## src/include/scc_pkg.sv

```systemverilog
// shared constants and types of the changeover controller
package scc_pkg;
	localparam int NCH = 11;
	localparam int CHK_W = 8;
	localparam int LVL_W = 4;
	localparam int ATTEN_FIRST = 6;
	localparam int SYNC_W = 2 * NCH + NCH * CHK_W + 4 + 1 + 7;
	localparam int CNT_W = 36;

	localparam longint CLK_NS = 10;
	localparam longint NS_PER_S = 1000000000;
	localparam longint NS_PER_MS = 1000000;
	localparam longint LOCKOUT_S = 60;
	localparam longint STEP_S = 30;
	localparam longint BLINK_MS = 500;
	localparam logic [CNT_W-1:0] LOCKOUT_CYC = CNT_W'(LOCKOUT_S * NS_PER_S / CLK_NS);
	localparam logic [CNT_W-1:0] STEP_CYC = CNT_W'(STEP_S * NS_PER_S / CLK_NS);
	localparam logic [CNT_W-1:0] BLINK_CYC = CNT_W'(BLINK_MS * NS_PER_MS / CLK_NS);
	localparam logic [CNT_W-1:0] SETTLE_CYC = 36'h2;
	localparam logic [CNT_W-1:0] CNT_ONE = 36'h1;

	localparam logic [7:0] CTRL_OFS = 8'h00;
	localparam logic [7:0] STAT_OFS = 8'h04;
	localparam int CTRL_TOG_BIT = 0;
	localparam int CTRL_CLR_BIT = 1;
	localparam int STAT_SRC_BIT = 0;
	localparam int STAT_FLTP_BIT = 1;
	localparam int STAT_FLTB_BIT = 2;
	localparam int STAT_AUTO_BIT = 3;
	localparam int STAT_PANEL_BIT = 4;
	localparam int STAT_DELAY_BIT = 5;
	localparam int STAT_NORM_BIT = 6;

	localparam logic RST_SEL_BAK = 1'b0;
	localparam logic RST_FO_EN = 1'b1;
	localparam logic RST_PANEL_EN = 1'b0;
	localparam logic [LVL_W-1:0] LVL_NONE = 4'h0;

	typedef enum logic [2:0] {
		ST_LOAD = 3'b001,
		ST_HOLD = 3'b010,
		ST_RUN = 3'b100
	} scc_state_e;
endpackage

```

## src/rtl/scc_sync.sv

```systemverilog
// two-flop synchroniser for the pin inputs
module scc_sync
	import scc_pkg::*;
#(
	parameter int WIDTH = 1
) (
	input wire logic pclk, // system clock
	input wire logic presetn, // async reset, active low
	input wire logic [WIDTH-1:0] async_in, // pin levels
	output logic [WIDTH-1:0] sync_out // synchronised levels
);
	typedef struct packed {
		logic [WIDTH-1:0] meta;
		logic [WIDTH-1:0] stable;
	} scc_sync_s;

	scc_sync_s cur_reg;
	scc_sync_s cur_next;

	always_comb begin
		cur_next.meta = async_in;
		cur_next.stable = cur_reg.meta;
	end

	always_ff @(posedge pclk or negedge presetn) begin
		if (!presetn) begin
			cur_reg <= '0;
		end else begin
			cur_reg <= cur_next;
		end
	end

	assign sync_out = cur_reg.stable;
endmodule

```

## src/rtl/scc_chk_decode.sv

```systemverilog
// decodes one channel's check-type selector
module scc_chk_decode
	import scc_pkg::*;
#(
	parameter bit ATTEN_CH = 1'b0
) (
	input wire logic [CHK_W-1:0] sel, // closed positions, high = closed
	output logic check_en, // channel is checked
	output logic [LVL_W-1:0] level, // position number, 0 = none
	output logic atten // attenuation option
);
	logic [CHK_W-1:0] lvl_bits;

	always_comb begin
		// on attenuating channels position 8 is no level of its own
		lvl_bits = ATTEN_CH ? {1'b0, sel[CHK_W-2:0]} : sel;
		atten = ATTEN_CH ? sel[CHK_W-1] : 1'b0;
		level = LVL_NONE;
		for (int i = CHK_W - 1; i >= 0; i--) begin
			if (lvl_bits[i]) begin
				level = LVL_W'(i + 1);
			end
		end
		check_en = (level != LVL_NONE);
	end
endmodule

```

## src/rtl/scc_top.sv

```systemverilog
// changeover control: source choice, fault latches, panel lockout, APB status
//
// Contract
// - primary selected after power-up
// - exactly one source indication, matching output
// - normal press toggles if other good/both bad
// - failover switches on fault when enabled
// - failover enabled after power-on
// - startup delay ignores panel, blinks disabled
// - separate fault latch per input
// - latch clears by reset after recovery
// - both fault latches cleared at power-on
// - locked panel accepts only panel toggle
// - panel locks after one idle minute
// - panel starts locked, both indications lit
// - one selector position picks check type
// - position 8: high rate or attenuation
// - normal policy never leaves a good input for a bad one
// - no return to primary until reset
// - override allows bad input, no failover
// - delay steps thirty seconds per position
// - factory delay position five
// - remote auto-switch low disables failover
// - panel and remote toggle ANDed
module scc_top
	import scc_pkg::*;
#(
	parameter logic [CNT_W-1:0] LOCKOUT_CYCLES = LOCKOUT_CYC,
	parameter logic [CNT_W-1:0] STEP_CYCLES = STEP_CYC,
	parameter logic [CNT_W-1:0] BLINK_CYCLES = BLINK_CYC
) (
	input wire logic pclk, // system clock, 100 MHz
	input wire logic presetn, // power-on reset, active low
	input wire logic psel, // apb select
	input wire logic penable, // apb access phase
	input wire logic pwrite, // apb direction
	input wire logic [7:0] paddr, // apb byte address
	input wire logic [31:0] pwdata, // apb write data
	output logic [31:0] prdata, // apb read data
	output logic pready, // apb ready
	output logic pslverr, // apb error on unmapped address
	input wire logic [NCH-1:0] primary_good, // primary detectors, high = good
	input wire logic [NCH-1:0] backup_good, // backup detectors, high = good
	input wire logic [NCH-1:0][CHK_W-1:0] channel_check_type_selectors, // per channel
	input wire logic [3:0] startup_delay_selector, // hex delay switch
	input wire logic fault_policy_select, // high = normal, low = override
	input wire logic btn_source_n, // panel source button, low = pressed
	input wire logic btn_auto_n, // panel failover button
	input wire logic btn_reset_n, // panel fault reset button
	input wire logic btn_panel_n, // panel enable/lock button
	input wire logic remote_auto_n, // remote, low = failover disabled
	input wire logic remote_toggle_n, // remote source toggle
	input wire logic remote_reset_n, // remote fault reset
	output logic src_primary, // primary routed
	output logic src_backup, // backup routed
	output logic fault_primary, // primary fault latch
	output logic fault_backup, // backup fault latch
	output logic fault_alarm, // any fault latched
	output logic failover_on, // switch-on-fault indication
	output logic failover_off, // failover disabled indication
	output logic panel_enabled, // panel enabled indication
	output logic panel_locked, // panel locked indication
	output logic [NCH-1:0] chk_enable, // channel checked
	output logic [NCH-1:0][LVL_W-1:0] chk_level, // check level per channel
	output logic [NCH-1:0] chk_atten // attenuation per channel
);
	typedef struct packed {
		scc_state_e st;
		logic [CNT_W-1:0] cnt;
		logic [3:0] steps;
		logic [CNT_W-1:0] blink_cnt;
		logic blink;
		logic sel_bak;
		logic fo_en;
		logic panel_en;
		logic [CNT_W-1:0] idle_cnt;
		logic flt_p;
		logic flt_b;
		logic prev_tog;
		logic prev_src;
		logic prev_auto;
		logic prev_rst;
		logic prev_panel;
		logic prev_rrst;
		logic o_src_p;
		logic o_src_b;
		logic o_fo_on;
		logic o_fo_off;
		logic o_alarm;
		logic o_pan_en;
		logic o_pan_lk;
		logic [NCH-1:0] o_chk_en;
		logic [NCH-1:0][LVL_W-1:0] o_chk_lvl;
		logic [NCH-1:0] o_chk_att;
		logic [31:0] o_prdata;
		logic o_pready;
		logic o_pslverr;
	} scc_state_s;

	scc_state_s cur_reg;
	scc_state_s cur_next;

	logic [SYNC_W-1:0] sync_w;
	logic [NCH-1:0] pgood_w;
	logic [NCH-1:0] bgood_w;
	logic [NCH-1:0][CHK_W-1:0] sel_w;
	logic [3:0] dly_w;
	logic normal_w;
	logic src_n_w;
	logic auto_n_w;
	logic rst_n_w;
	logic panel_n_w;
	logic rauto_n_w;
	logic rtog_n_w;
	logic rrst_n_w;
	logic [NCH-1:0] en_w;
	logic [NCH-1:0][LVL_W-1:0] lvl_w;
	logic [NCH-1:0] att_w;
	logic run_w;
	logic pri_bad;
	logic bak_bad;
	logic panel_ok;
	logic tog_n;
	logic tog_req;
	logic auto_press;
	logic rst_req;
	logic panel_press;
	logic activity;
	logic auto_eff;
	logic p_use;
	logic b_use;
	logic cur_use;
	logic oth_use;
	logic do_toggle;
	logic sw_tog;
	logic sw_clr;

	function automatic logic fell(input logic prev, input logic now);
		return prev & ~now;
	endfunction

	scc_sync #(.WIDTH(SYNC_W)) u_sync (
		.pclk(pclk),
		.presetn(presetn),
		.async_in({primary_good, backup_good, channel_check_type_selectors,
			startup_delay_selector, fault_policy_select, btn_source_n, btn_auto_n,
			btn_reset_n, btn_panel_n, remote_auto_n, remote_toggle_n, remote_reset_n}),
		.sync_out(sync_w)
	);

	assign {pgood_w, bgood_w, sel_w, dly_w, normal_w, src_n_w, auto_n_w, rst_n_w,
		panel_n_w, rauto_n_w, rtog_n_w, rrst_n_w} = sync_w;

	for (genvar i = 0; i < NCH; i++) begin : g_dec
		scc_chk_decode #(.ATTEN_CH(i >= ATTEN_FIRST)) u_dec (
			.sel(sel_w[i]),
			.check_en(en_w[i]),
			.level(lvl_w[i]),
			.atten(att_w[i])
		);
	end

	always_comb begin
		cur_next = cur_reg;
		run_w = (cur_reg.st == ST_RUN);
		// detection is held off during the startup delay
		pri_bad = run_w & |(en_w & ~pgood_w);
		bak_bad = run_w & |(en_w & ~bgood_w);
		panel_ok = run_w & cur_reg.panel_en;
		sw_tog = psel & penable & pwrite & (paddr == CTRL_OFS) & pwdata[CTRL_TOG_BIT];
		sw_clr = psel & penable & pwrite & (paddr == CTRL_OFS) & pwdata[CTRL_CLR_BIT];
		tog_n = (src_n_w | ~panel_ok) & rtog_n_w;
		tog_req = run_w & (fell(cur_reg.prev_tog, tog_n) | sw_tog);
		auto_press = panel_ok & fell(cur_reg.prev_auto, auto_n_w);
		rst_req = run_w & ((panel_ok & fell(cur_reg.prev_rst, rst_n_w))
			| fell(cur_reg.prev_rrst, rrst_n_w) | sw_clr);
		panel_press = run_w & fell(cur_reg.prev_panel, panel_n_w);
		activity = panel_press | auto_press
			| (panel_ok & (fell(cur_reg.prev_src, src_n_w) | fell(cur_reg.prev_rst, rst_n_w)));
		cur_next.prev_tog = tog_n;
		cur_next.prev_src = src_n_w;
		cur_next.prev_auto = auto_n_w;
		cur_next.prev_rst = rst_n_w;
		cur_next.prev_panel = panel_n_w;
		cur_next.prev_rrst = rrst_n_w;

		// startup sequencing
		unique case (cur_reg.st)
			ST_LOAD: begin
				cur_next.cnt = cur_reg.cnt + CNT_ONE;
				if (cur_reg.cnt == SETTLE_CYC) begin
					cur_next.cnt = '0;
					cur_next.steps = dly_w;
					cur_next.st = (dly_w == 4'h0) ? ST_RUN : ST_HOLD;
				end
			end
			ST_HOLD: begin
				cur_next.cnt = cur_reg.cnt + CNT_ONE;
				if (cur_reg.cnt == STEP_CYCLES - CNT_ONE) begin
					cur_next.cnt = '0;
					cur_next.steps = cur_reg.steps - 4'h1;
					if (cur_reg.steps == 4'h1) begin
						cur_next.st = ST_RUN;
					end
				end
			end
			ST_RUN: begin
				cur_next.cnt = '0;
			end
		endcase
		cur_next.blink_cnt = cur_reg.blink_cnt + CNT_ONE;
		if (cur_reg.blink_cnt == BLINK_CYCLES - CNT_ONE) begin
			cur_next.blink_cnt = '0;
			cur_next.blink = ~cur_reg.blink;
		end

		// fault latches, a new fault beats a simultaneous reset
		cur_next.flt_p = pri_bad | (cur_reg.flt_p & ~rst_req);
		cur_next.flt_b = bak_bad | (cur_reg.flt_b & ~rst_req);
		cur_next.o_alarm = cur_next.flt_p | cur_next.flt_b;

		// an input counts as good only once its latch is reset too
		p_use = ~pri_bad & ~cur_reg.flt_p;
		b_use = ~bak_bad & ~cur_reg.flt_b;
		cur_use = cur_reg.sel_bak ? b_use : p_use;
		oth_use = cur_reg.sel_bak ? p_use : b_use;
		auto_eff = cur_reg.fo_en & rauto_n_w & normal_w;
		if (normal_w) begin
			do_toggle = (tog_req & (oth_use | ~cur_use))
				| (auto_eff & ~cur_use & oth_use);
		end else begin
			do_toggle = tog_req;
		end
		cur_next.sel_bak = cur_reg.sel_bak ^ do_toggle;

		if (auto_press) begin
			cur_next.fo_en = ~cur_reg.fo_en;
		end

		// panel lock and idle timeout
		if (activity | ~cur_reg.panel_en) begin
			cur_next.idle_cnt = '0;
		end else begin
			cur_next.idle_cnt = cur_reg.idle_cnt + CNT_ONE;
		end
		if (panel_press) begin
			cur_next.panel_en = ~cur_reg.panel_en;
		end else if (cur_reg.panel_en & (cur_reg.idle_cnt == LOCKOUT_CYCLES - CNT_ONE)) begin
			cur_next.panel_en = 1'b0;
		end

		// indicators
		cur_next.o_src_p = ~cur_next.sel_bak;
		cur_next.o_src_b = cur_next.sel_bak;
		cur_next.o_fo_on = run_w & auto_eff;
		cur_next.o_fo_off = run_w ? ~auto_eff : cur_reg.blink;
		cur_next.o_pan_en = ~run_w | cur_reg.panel_en;
		cur_next.o_pan_lk = ~run_w | ~cur_reg.panel_en;
		cur_next.o_chk_en = en_w;
		cur_next.o_chk_lvl = lvl_w;
		cur_next.o_chk_att = att_w;

		// apb: data and error prepared in the setup cycle, ready always high
		cur_next.o_pready = 1'b1;
		if (psel & ~penable) begin
			cur_next.o_prdata = '0;
			cur_next.o_pslverr = 1'b0;
			if (paddr == STAT_OFS) begin
				cur_next.o_prdata[STAT_SRC_BIT] = cur_reg.sel_bak;
				cur_next.o_prdata[STAT_FLTP_BIT] = cur_reg.flt_p;
				cur_next.o_prdata[STAT_FLTB_BIT] = cur_reg.flt_b;
				cur_next.o_prdata[STAT_AUTO_BIT] = auto_eff;
				cur_next.o_prdata[STAT_PANEL_BIT] = cur_reg.panel_en;
				cur_next.o_prdata[STAT_DELAY_BIT] = ~run_w;
				cur_next.o_prdata[STAT_NORM_BIT] = normal_w;
			end else if (paddr != CTRL_OFS) begin
				cur_next.o_pslverr = 1'b1;
			end
		end
	end

	always_ff @(posedge pclk or negedge presetn) begin
		if (!presetn) begin
			cur_reg <= '0;
			cur_reg.st <= ST_LOAD;
			cur_reg.sel_bak <= RST_SEL_BAK;
			cur_reg.fo_en <= RST_FO_EN;
			cur_reg.panel_en <= RST_PANEL_EN;
			cur_reg.flt_p <= 1'b0;
			cur_reg.flt_b <= 1'b0;
			cur_reg.o_src_p <= 1'b1;
			cur_reg.o_pan_en <= 1'b1;
			cur_reg.o_pan_lk <= 1'b1;
		end else begin
			cur_reg <= cur_next;
		end
	end

	assign prdata = cur_reg.o_prdata;
	assign pready = cur_reg.o_pready;
	assign pslverr = cur_reg.o_pslverr;
	assign src_primary = cur_reg.o_src_p;
	assign src_backup = cur_reg.o_src_b;
	assign fault_primary = cur_reg.flt_p;
	assign fault_backup = cur_reg.flt_b;
	assign fault_alarm = cur_reg.o_alarm;
	assign failover_on = cur_reg.o_fo_on;
	assign failover_off = cur_reg.o_fo_off;
	assign panel_enabled = cur_reg.o_pan_en;
	assign panel_locked = cur_reg.o_pan_lk;
	assign chk_enable = cur_reg.o_chk_en;
	assign chk_level = cur_reg.o_chk_lvl;
	assign chk_atten = cur_reg.o_chk_att;
endmodule

```

## config.mk

```make
export PLATFORM = sky130hd
export DESIGN_NAME = scc_top
export DESIGN_NICKNAME = d
export VERILOG_FILES = /design/src/include/scc_pkg.sv /design/src/rtl/scc_sync.sv /design/src/rtl/scc_chk_decode.sv /design/src/rtl/scc_top.sv
export SDC_FILE = /design/constraint.sdc
export NUM_CORES = 1
export LEC_CHECK = 0
export BUFFER_PORTS_ARGS = -buffer_cell sky130_fd_sc_hd__buf_2
export CORE_UTILIZATION = 30
export CTS_CLUSTER_DIAMETER = 40
export DETAILED_ROUTE_END_ITERATION = 8
export PLACE_DENSITY = 0.57
export SLEW_MARGIN = 20
export SYNTH_ARGS = -nofsm -noshare
export SYNTH_HDL_FRONTEND = slang
export SYNTH_HIERARCHICAL = 1
export SYNTH_SLANG_ARGS = --single-unit
```

## constraint.sdc

```tcl
create_clock -name pclk -period 2.3 [get_ports pclk]
set_clock_uncertainty 0.1 [all_clocks]
set_input_delay 0.575 -clock pclk [delete_from_list [all_inputs] [get_ports pclk]]
set_output_delay 0.575 -clock pclk [all_outputs]
set_load 0.02 [all_outputs]
```

=== Word-level counts from Yosys, hierarchy flattened ===
Index checks and enable logic that the tools add are counted.

* Register bits after elaboration: 446
* Input port bits: 167

* $add $sub $neg: 4
* Eq/ne operators: 12
* Muxes and demuxes: 101
* Bitwise operators: 73
* Reductions and logical operators: 20

{| class="wikitable"
|+ Operators by type and width
! kind !! number
|-
| 4-bit 2-to-1 mux || 48
|-
| 3-bit 2-to-1 mux || 37
|-
| 36-bit by 1-bit adder with 36-bit output (second input constant) || 3
|-
| 36-bit case mux with 3 select lines || 1
|-
| 43-bit 2-to-1 mux || 2
|-
| 4-bit nonzero test || 11
|-
| 37-bit 2-to-1 mux || 1
|-
| 36-bit by 2-bit equality test with 1-bit output (second input constant) || 1
|-
| 36-bit by 26-bit equality test with 1-bit output (second input constant) || 1
|-
| 36-bit by 32-bit equality test with 1-bit output (second input constant) || 1
|-
| 36-bit by 33-bit equality test with 1-bit output (second input constant) || 1
|-
| 36-bit 2-to-1 mux || 1
|-
| 1-bit bitwise AND || 33
|-
| 11-bit bitwise AND || 2
|-
| 11-bit inverter || 2
|-
| 11-bit OR reduction || 2
|-
| 1-bit inverter || 20
|-
| 1-bit bitwise OR || 15
|-
| 8-bit by 3-bit equality test with 1-bit output (second input constant) || 1
|-
| 8-bit zero test || 1
|-
| 1-bit 2-to-1 mux || 8
|-
| 4-bit case mux with 2 select lines || 1
|-
| 8-bit nonzero test || 1
|-
| 7-bit 2-to-1 mux || 1
|-
| other kinds (12) || 15
|}

=== Depth between registers and ports, before layout ===
* Word-level depth: 22
* Depth in mapped cells: 10

=== Cells and area by module ===
Netlist, hierarchy kept.

{| class="wikitable"
|+ By module, submodules not included
! module !! times used !! cells an instance !! area an instance (um^2)
|-
| scc_top || 1 || 885 || 9507.9
|-
| scc_sync || 1 || 244 || 6105.9
|-
| scc_chk_decode (g_dec[0].u_dec ...) || 6 || 17 || 105.1
|-
| scc_chk_decode (g_dec[10].u_dec ...) || 5 || 15 || 87.6
|}

=== Least setup slack after synthesis ===
Ideal clock, no wire load.

* Path kind: flip-flop to flip-flop
* Start: register u_sync.cur_reg (netlist bit u_sync/sync_out[29])
* End: register cur_reg (netlist bit src_backup)
* Setup time: 0.067 ns
* Arrival: 2.291 ns
* Data required time: 2.133 ns
* Slack: -0.157 ns
* Stages on the path, launching flop included: 11
* Buffers on the path: 1
* Period minus slack after synthesis: 2.457 ns
* Path through: dfrtp_1 -> nor2_1 -> and4b_1 -> o311ai_0 -> nand2b_1 -> o2111ai_1 -> or4_1 -> clkbuf_1 -> a221o_1 -> o211ai_1 -> and3_1

{| class="wikitable"
|+ RTL lines
! what !! line !! RTL
|-
| start: declaration || scc_sync.sv:17 || <nowiki>scc_sync_s cur_reg;</nowiki>
|-
| start signal: assignment || scc_sync.sv:29 || <nowiki>cur_reg <= cur_next;</nowiki>
|-
| end signal: assignment || scc_top.sv:295 || <nowiki>cur_reg <= cur_next;</nowiki>
|-
| end: declaration || scc_top.sv:100 || <nowiki>scc_state_s cur_reg;</nowiki>
|}

==> results list <==
- TritonCTS created 66 clock buffers.
- The final layout contains routed wiring with a total length of between 30,000 and 40,000 µm.
* GRT overflow: 0
- Of the cells placed in the final design, the portion with a size suffix greater than 1 is between 20 and 30%.
- Global routing consumed, over all layers together, between 10% and 20% of the routing resources.
- Initial core utilization: between 30% and 40%
- The first TritonRoute pass finished after 4 iterations.
- Number of clock sinks seen by CTS: approximately 450
- First DRT Iteration DRCs: 558
- Share of the synthesized area in the top cell type: 67.1%
* Share of flip-flops with an asynchronous set or reset after synthesis: 100%
- In this run the tool buffered the top-level ports with 220 buffer cells.
* Post-synthesis adder-cell area fraction: 0.450%
- The hold violation total from the final report was 0.
- At the worst endpoint, the required time is 2.67 ns.
- Wire length of the first global-routing pass: about 59,000 µm
- Number of nets in the layout: ~1,900
- The root buffer cell chosen for the clock tree is sky130_fd_sc_hd__clkbuf_16.
* Die H: ~240 µm
* Simple-gate portion of the synthesized area: between 10 and 15%
- Reg2Reg Setup Slack: -0.31 ns
- In the final routed layout, each cell accounts on average for 14.3 µm.
* Count of cells along the worst register-to-register path: 8
- Core area: about 55,000 µm²
- Library cells used by synthesis: 63
- For hold timing, the worst endpoint is u_sync/cur_next[7].
- Post-Syn Area: about 17,000 µm²
- The die covers between 50,000 and 60,000 µm².
- Clock network latency to the later pin of the worst-skew pair: between 0.5 and 0.6 ns
- Clk buf depth: 3
- Failing checks: negative setup slack
* Largest register FFs: 124
* Final core utilization: ~40%
- Mean Syn Cell Area: around 13 µm²
- Portion of netlist area occupied by mux cells: 0%
* Max-cap violation count: 0
* Last weighted congestion value of the routability-driven placer: 0.822
- TritonCTS built the clock tree.
* Worst slew slack as a fraction of its limit: between 50% and 60%
- In the layout the commonest cells are sky130_fd_sc_hd__dfrtp_1 (447), sky130_fd_sc_hd__buf_2 (219), sky130_fd_sc_hd__nor2_1 (147), sky130_fd_sc_hd__dlygate4sd3_1 (122), sky130_fd_sc_hd__buf_4 (116).
- Cell Rows: between 80 and 90
- Traced cell by cell, the critical path runs through nor2_2, and4b_1, o311ai_2, a222oi_1, a31oi_1, or4_1, o32a_1, and3_1.
- After layout, the worst setup slack is -0.308 ns.
- Crit end category: flop
* Vias in the first global route: approximately 11,000
* Syn-to-layout area delta: 35.3%
- Cell taking the most area after synthesis: sky130_fd_sc_hd__dfrtp_1
- Kind of cell adding the most delay to the critical path: compound AO/OA/AOI/OAI gates
- The number of placed instances, taps included, is between 2,000 and 2,500.
- Clock-pin slew was measured on the worst setup and hold paths at roughly 0.060 ns.
- In the synthesized netlist, the number of instances is between 1,000 and 1,500.
* Overall die width: approximately 240 µm
- Max rail drop VDD: ~0.53 mV
- Total power density per cell area: ~850 nW/µm²
* Largest net degree at the start of global routing: 59
* Vias per cell: 4.28
- Crit path largest cell delay: around 0.46 ns
- STA classifies the critical path startpoint as a flop.
* Maximum net fanout on the critical path: 3
- After routing the design area is between 20,000 and 25,000 µm².
- Worst setup path class: reg -> reg
* Initial antenna violation count: 2
- For this run, the number of Yosys warnings is 6.
* Buffering stage count on the worst path with inverters included: 0
- Number of synthesized register bits: approximately 450
* Setup repair after global routing missed its margin: yes
- Leak: approximately 10 nW
- Count of vias placed by the detailed router: about 11,000
- Leaving out fill and tap cells, the most frequent cell in the layout is sky130_fd_sc_hd__dfrtp_1.
- For this design the top-level I/O count stands at 276.
- WHS: around 0.030 ns
- For this run, the number of standard cells in the final layout without fillers is 2,544.
- In this run the remaining antenna-violating nets after routing total 0.
- The synthesized netlist devotes approximately 4.6% of its cell area to compound gates.
- Of the total synthesized cell area, the portion taken by XOR and XNOR cells is 5.30%.
- Along the worst hold path, the cell count comes to 1.
- After synthesis, the largest family of logic cells by area is simple AND/OR/NAND/NOR gates.
- In this run the critical register-to-register path is captured at src_backup.
* Period utilization: 113%
- The slowest stage of the critical path belongs to the cell sky130_fd_sc_hd__a222oi_1.
* Setup Slack @ Placement: -0.464 ns
- Main flop type after synthesis: sky130_fd_sc_hd__dfrtp_1
* Hold Path Origin: fault_policy_select
* Number of setup violations in the final report: 3
* Deepest level of the CTS H-tree: 3
* Worst hold-check path type: in -> reg
- Instance area at placement: about 19,000 µm²
- Max-slew violation count: 0
- Peak Freq: approximately 0.38 GHz
* Tmin final: 2.61 ns
- In this run the critical register-to-register path is launched from u_sync/sync_out[32].
- Sorting the synthesized cells by area gives the leading types as sky130_fd_sc_hd__dfrtp_1 (67%), sky130_fd_sc_hd__buf_4 (5.2%), sky130_fd_sc_hd__nor2_1 (3.4%).
- For the pin with the worst max-slew slack, the measured transition is about 0.7 ns.
* Residual DRC count: 0
- Sequential element share of the synthesized area: between 60% and 70%
- Post-detailed-placement half-perimeter wirelength: 25,500 µm
- Count of flip-flops with a built-in enable after synthesis: 0
* Worst EP arrival: ~3 ns
* Result of the run: finished, violations left
cell type report:
| cell class | instances | area (µm²) |
|---|---|---|
| inverter | 49 | 184 |
| tap | 748 | 936 |
| multi-input combinational | 701 | 4420 |
| antenna | 2 | 5.00 |
| timing repair buffer | 470 | 3430 |
| clock buffer | 80 | 1830 |
| sequential | 452 | 11300 |
| clock inverter | 42 | 449 |
| fill | 5142 | 32400 |
what timing repair did:
item                                    CTS  global route
endpoints found under the hold margin   150             0
endpoints found under the setup margin    4            42
gates resized for setup                   3            16
hold buffers                            122             0
pin swaps                                 7             7
setup buffers                             1             2
kinds of logic (layout without fill, tap and decap cells):
group / Yosys count / after routing
flip-flops: 452 / 452
other: 13 / 39
AO/OA/AOI/OAI: 123 / 123
XOR/XNOR: 101 / 101
AND/OR/NAND/NOR: 434 / 434
buffers and inverters: 177 / 641
adder cells (fa/ha/maj): 6 / 6
per-layer routing:
metal,track usage (%),up-vias,routed length (µm)
met4,6.04,0,1350
met5,0,-,0
met3,3.30,101,1650
met2,21.8,271,17600
met1,16.5,5337,15800
li1,-,5178,-
synthesized netlist by cell type, types with 4 or more instances:
cell type and instances:
sky130_fd_sc_hd__dfrtp_1 447, sky130_fd_sc_hd__nor2_1 149, sky130_fd_sc_hd__buf_4 115, sky130_fd_sc_hd__xor2_1 61
sky130_fd_sc_hd__inv_1 49, sky130_fd_sc_hd__a21oi_1 47, sky130_fd_sc_hd__nand2_1 46, sky130_fd_sc_hd__nand3_1 45
sky130_fd_sc_hd__xnor2_1 40, sky130_fd_sc_hd__nand4_1 32, sky130_fd_sc_hd__nor4_1 28, sky130_fd_sc_hd__o21ai_0 27
sky130_fd_sc_hd__and3_1 19, sky130_fd_sc_hd__nand2b_1 17, sky130_fd_sc_hd__and4b_1 14, sky130_fd_sc_hd__and4_1 13
sky130_fd_sc_hd__conb_1 13, sky130_fd_sc_hd__o31ai_1 13, sky130_fd_sc_hd__nor4_2 11, sky130_fd_sc_hd__clkbuf_1 10
sky130_fd_sc_hd__nor2b_1 9, sky130_fd_sc_hd__nor3_1 8, sky130_fd_sc_hd__a22o_1 7, sky130_fd_sc_hd__ha_1 6
sky130_fd_sc_hd__nor3_2 6, sky130_fd_sc_hd__o311ai_0 6, sky130_fd_sc_hd__dfstp_2 5, sky130_fd_sc_hd__nand3b_1 5
sky130_fd_sc_hd__or3_1 5, sky130_fd_sc_hd__and2_1 4, sky130_fd_sc_hd__nor4_4 4
through the flow:
stage          setup TNS, ns  power, mW
6_report              -0.581       19.2
4_1_cts               -0.980       19.5
3_5_place_dp           -1.30       9.23
2_1_floorplan         -0.111       8.79
5_1_grt                -1.30       20.0
3_3_place_gp           -1.33       9.21
where the power goes:
| part | internal (mW) | leakage [nW] | switching, mW | total, mW |
|---|---|---|---|---|
| combinational | 0.430 | 3.80 | 0.469 | 0.899 |
| sequential | 8.23 | 5.53 | 0.123 | 8.36 |
| clock | 6.08 | 1.10 | 3.90 | 9.99 |
| total | 14.7 | 10.4 | 4.49 | 19.2 |
worst max path at each step:
stage                              from          to  slack, ns  cells past startpoint
floorplan           u_sync/sync_out[29]  src_backup      -0.08                     10
global placement    u_sync/sync_out[71]  src_backup      -0.46                      8
detailed placement  u_sync/sync_out[71]  src_backup      -0.46                      8
CTS                 u_sync/sync_out[74]  src_backup      -0.40                      8
global route        u_sync/sync_out[71]  src_backup      -0.50                      8
finish              u_sync/sync_out[32]  src_backup      -0.31                      8
Power figures use the tool's default switching activity.
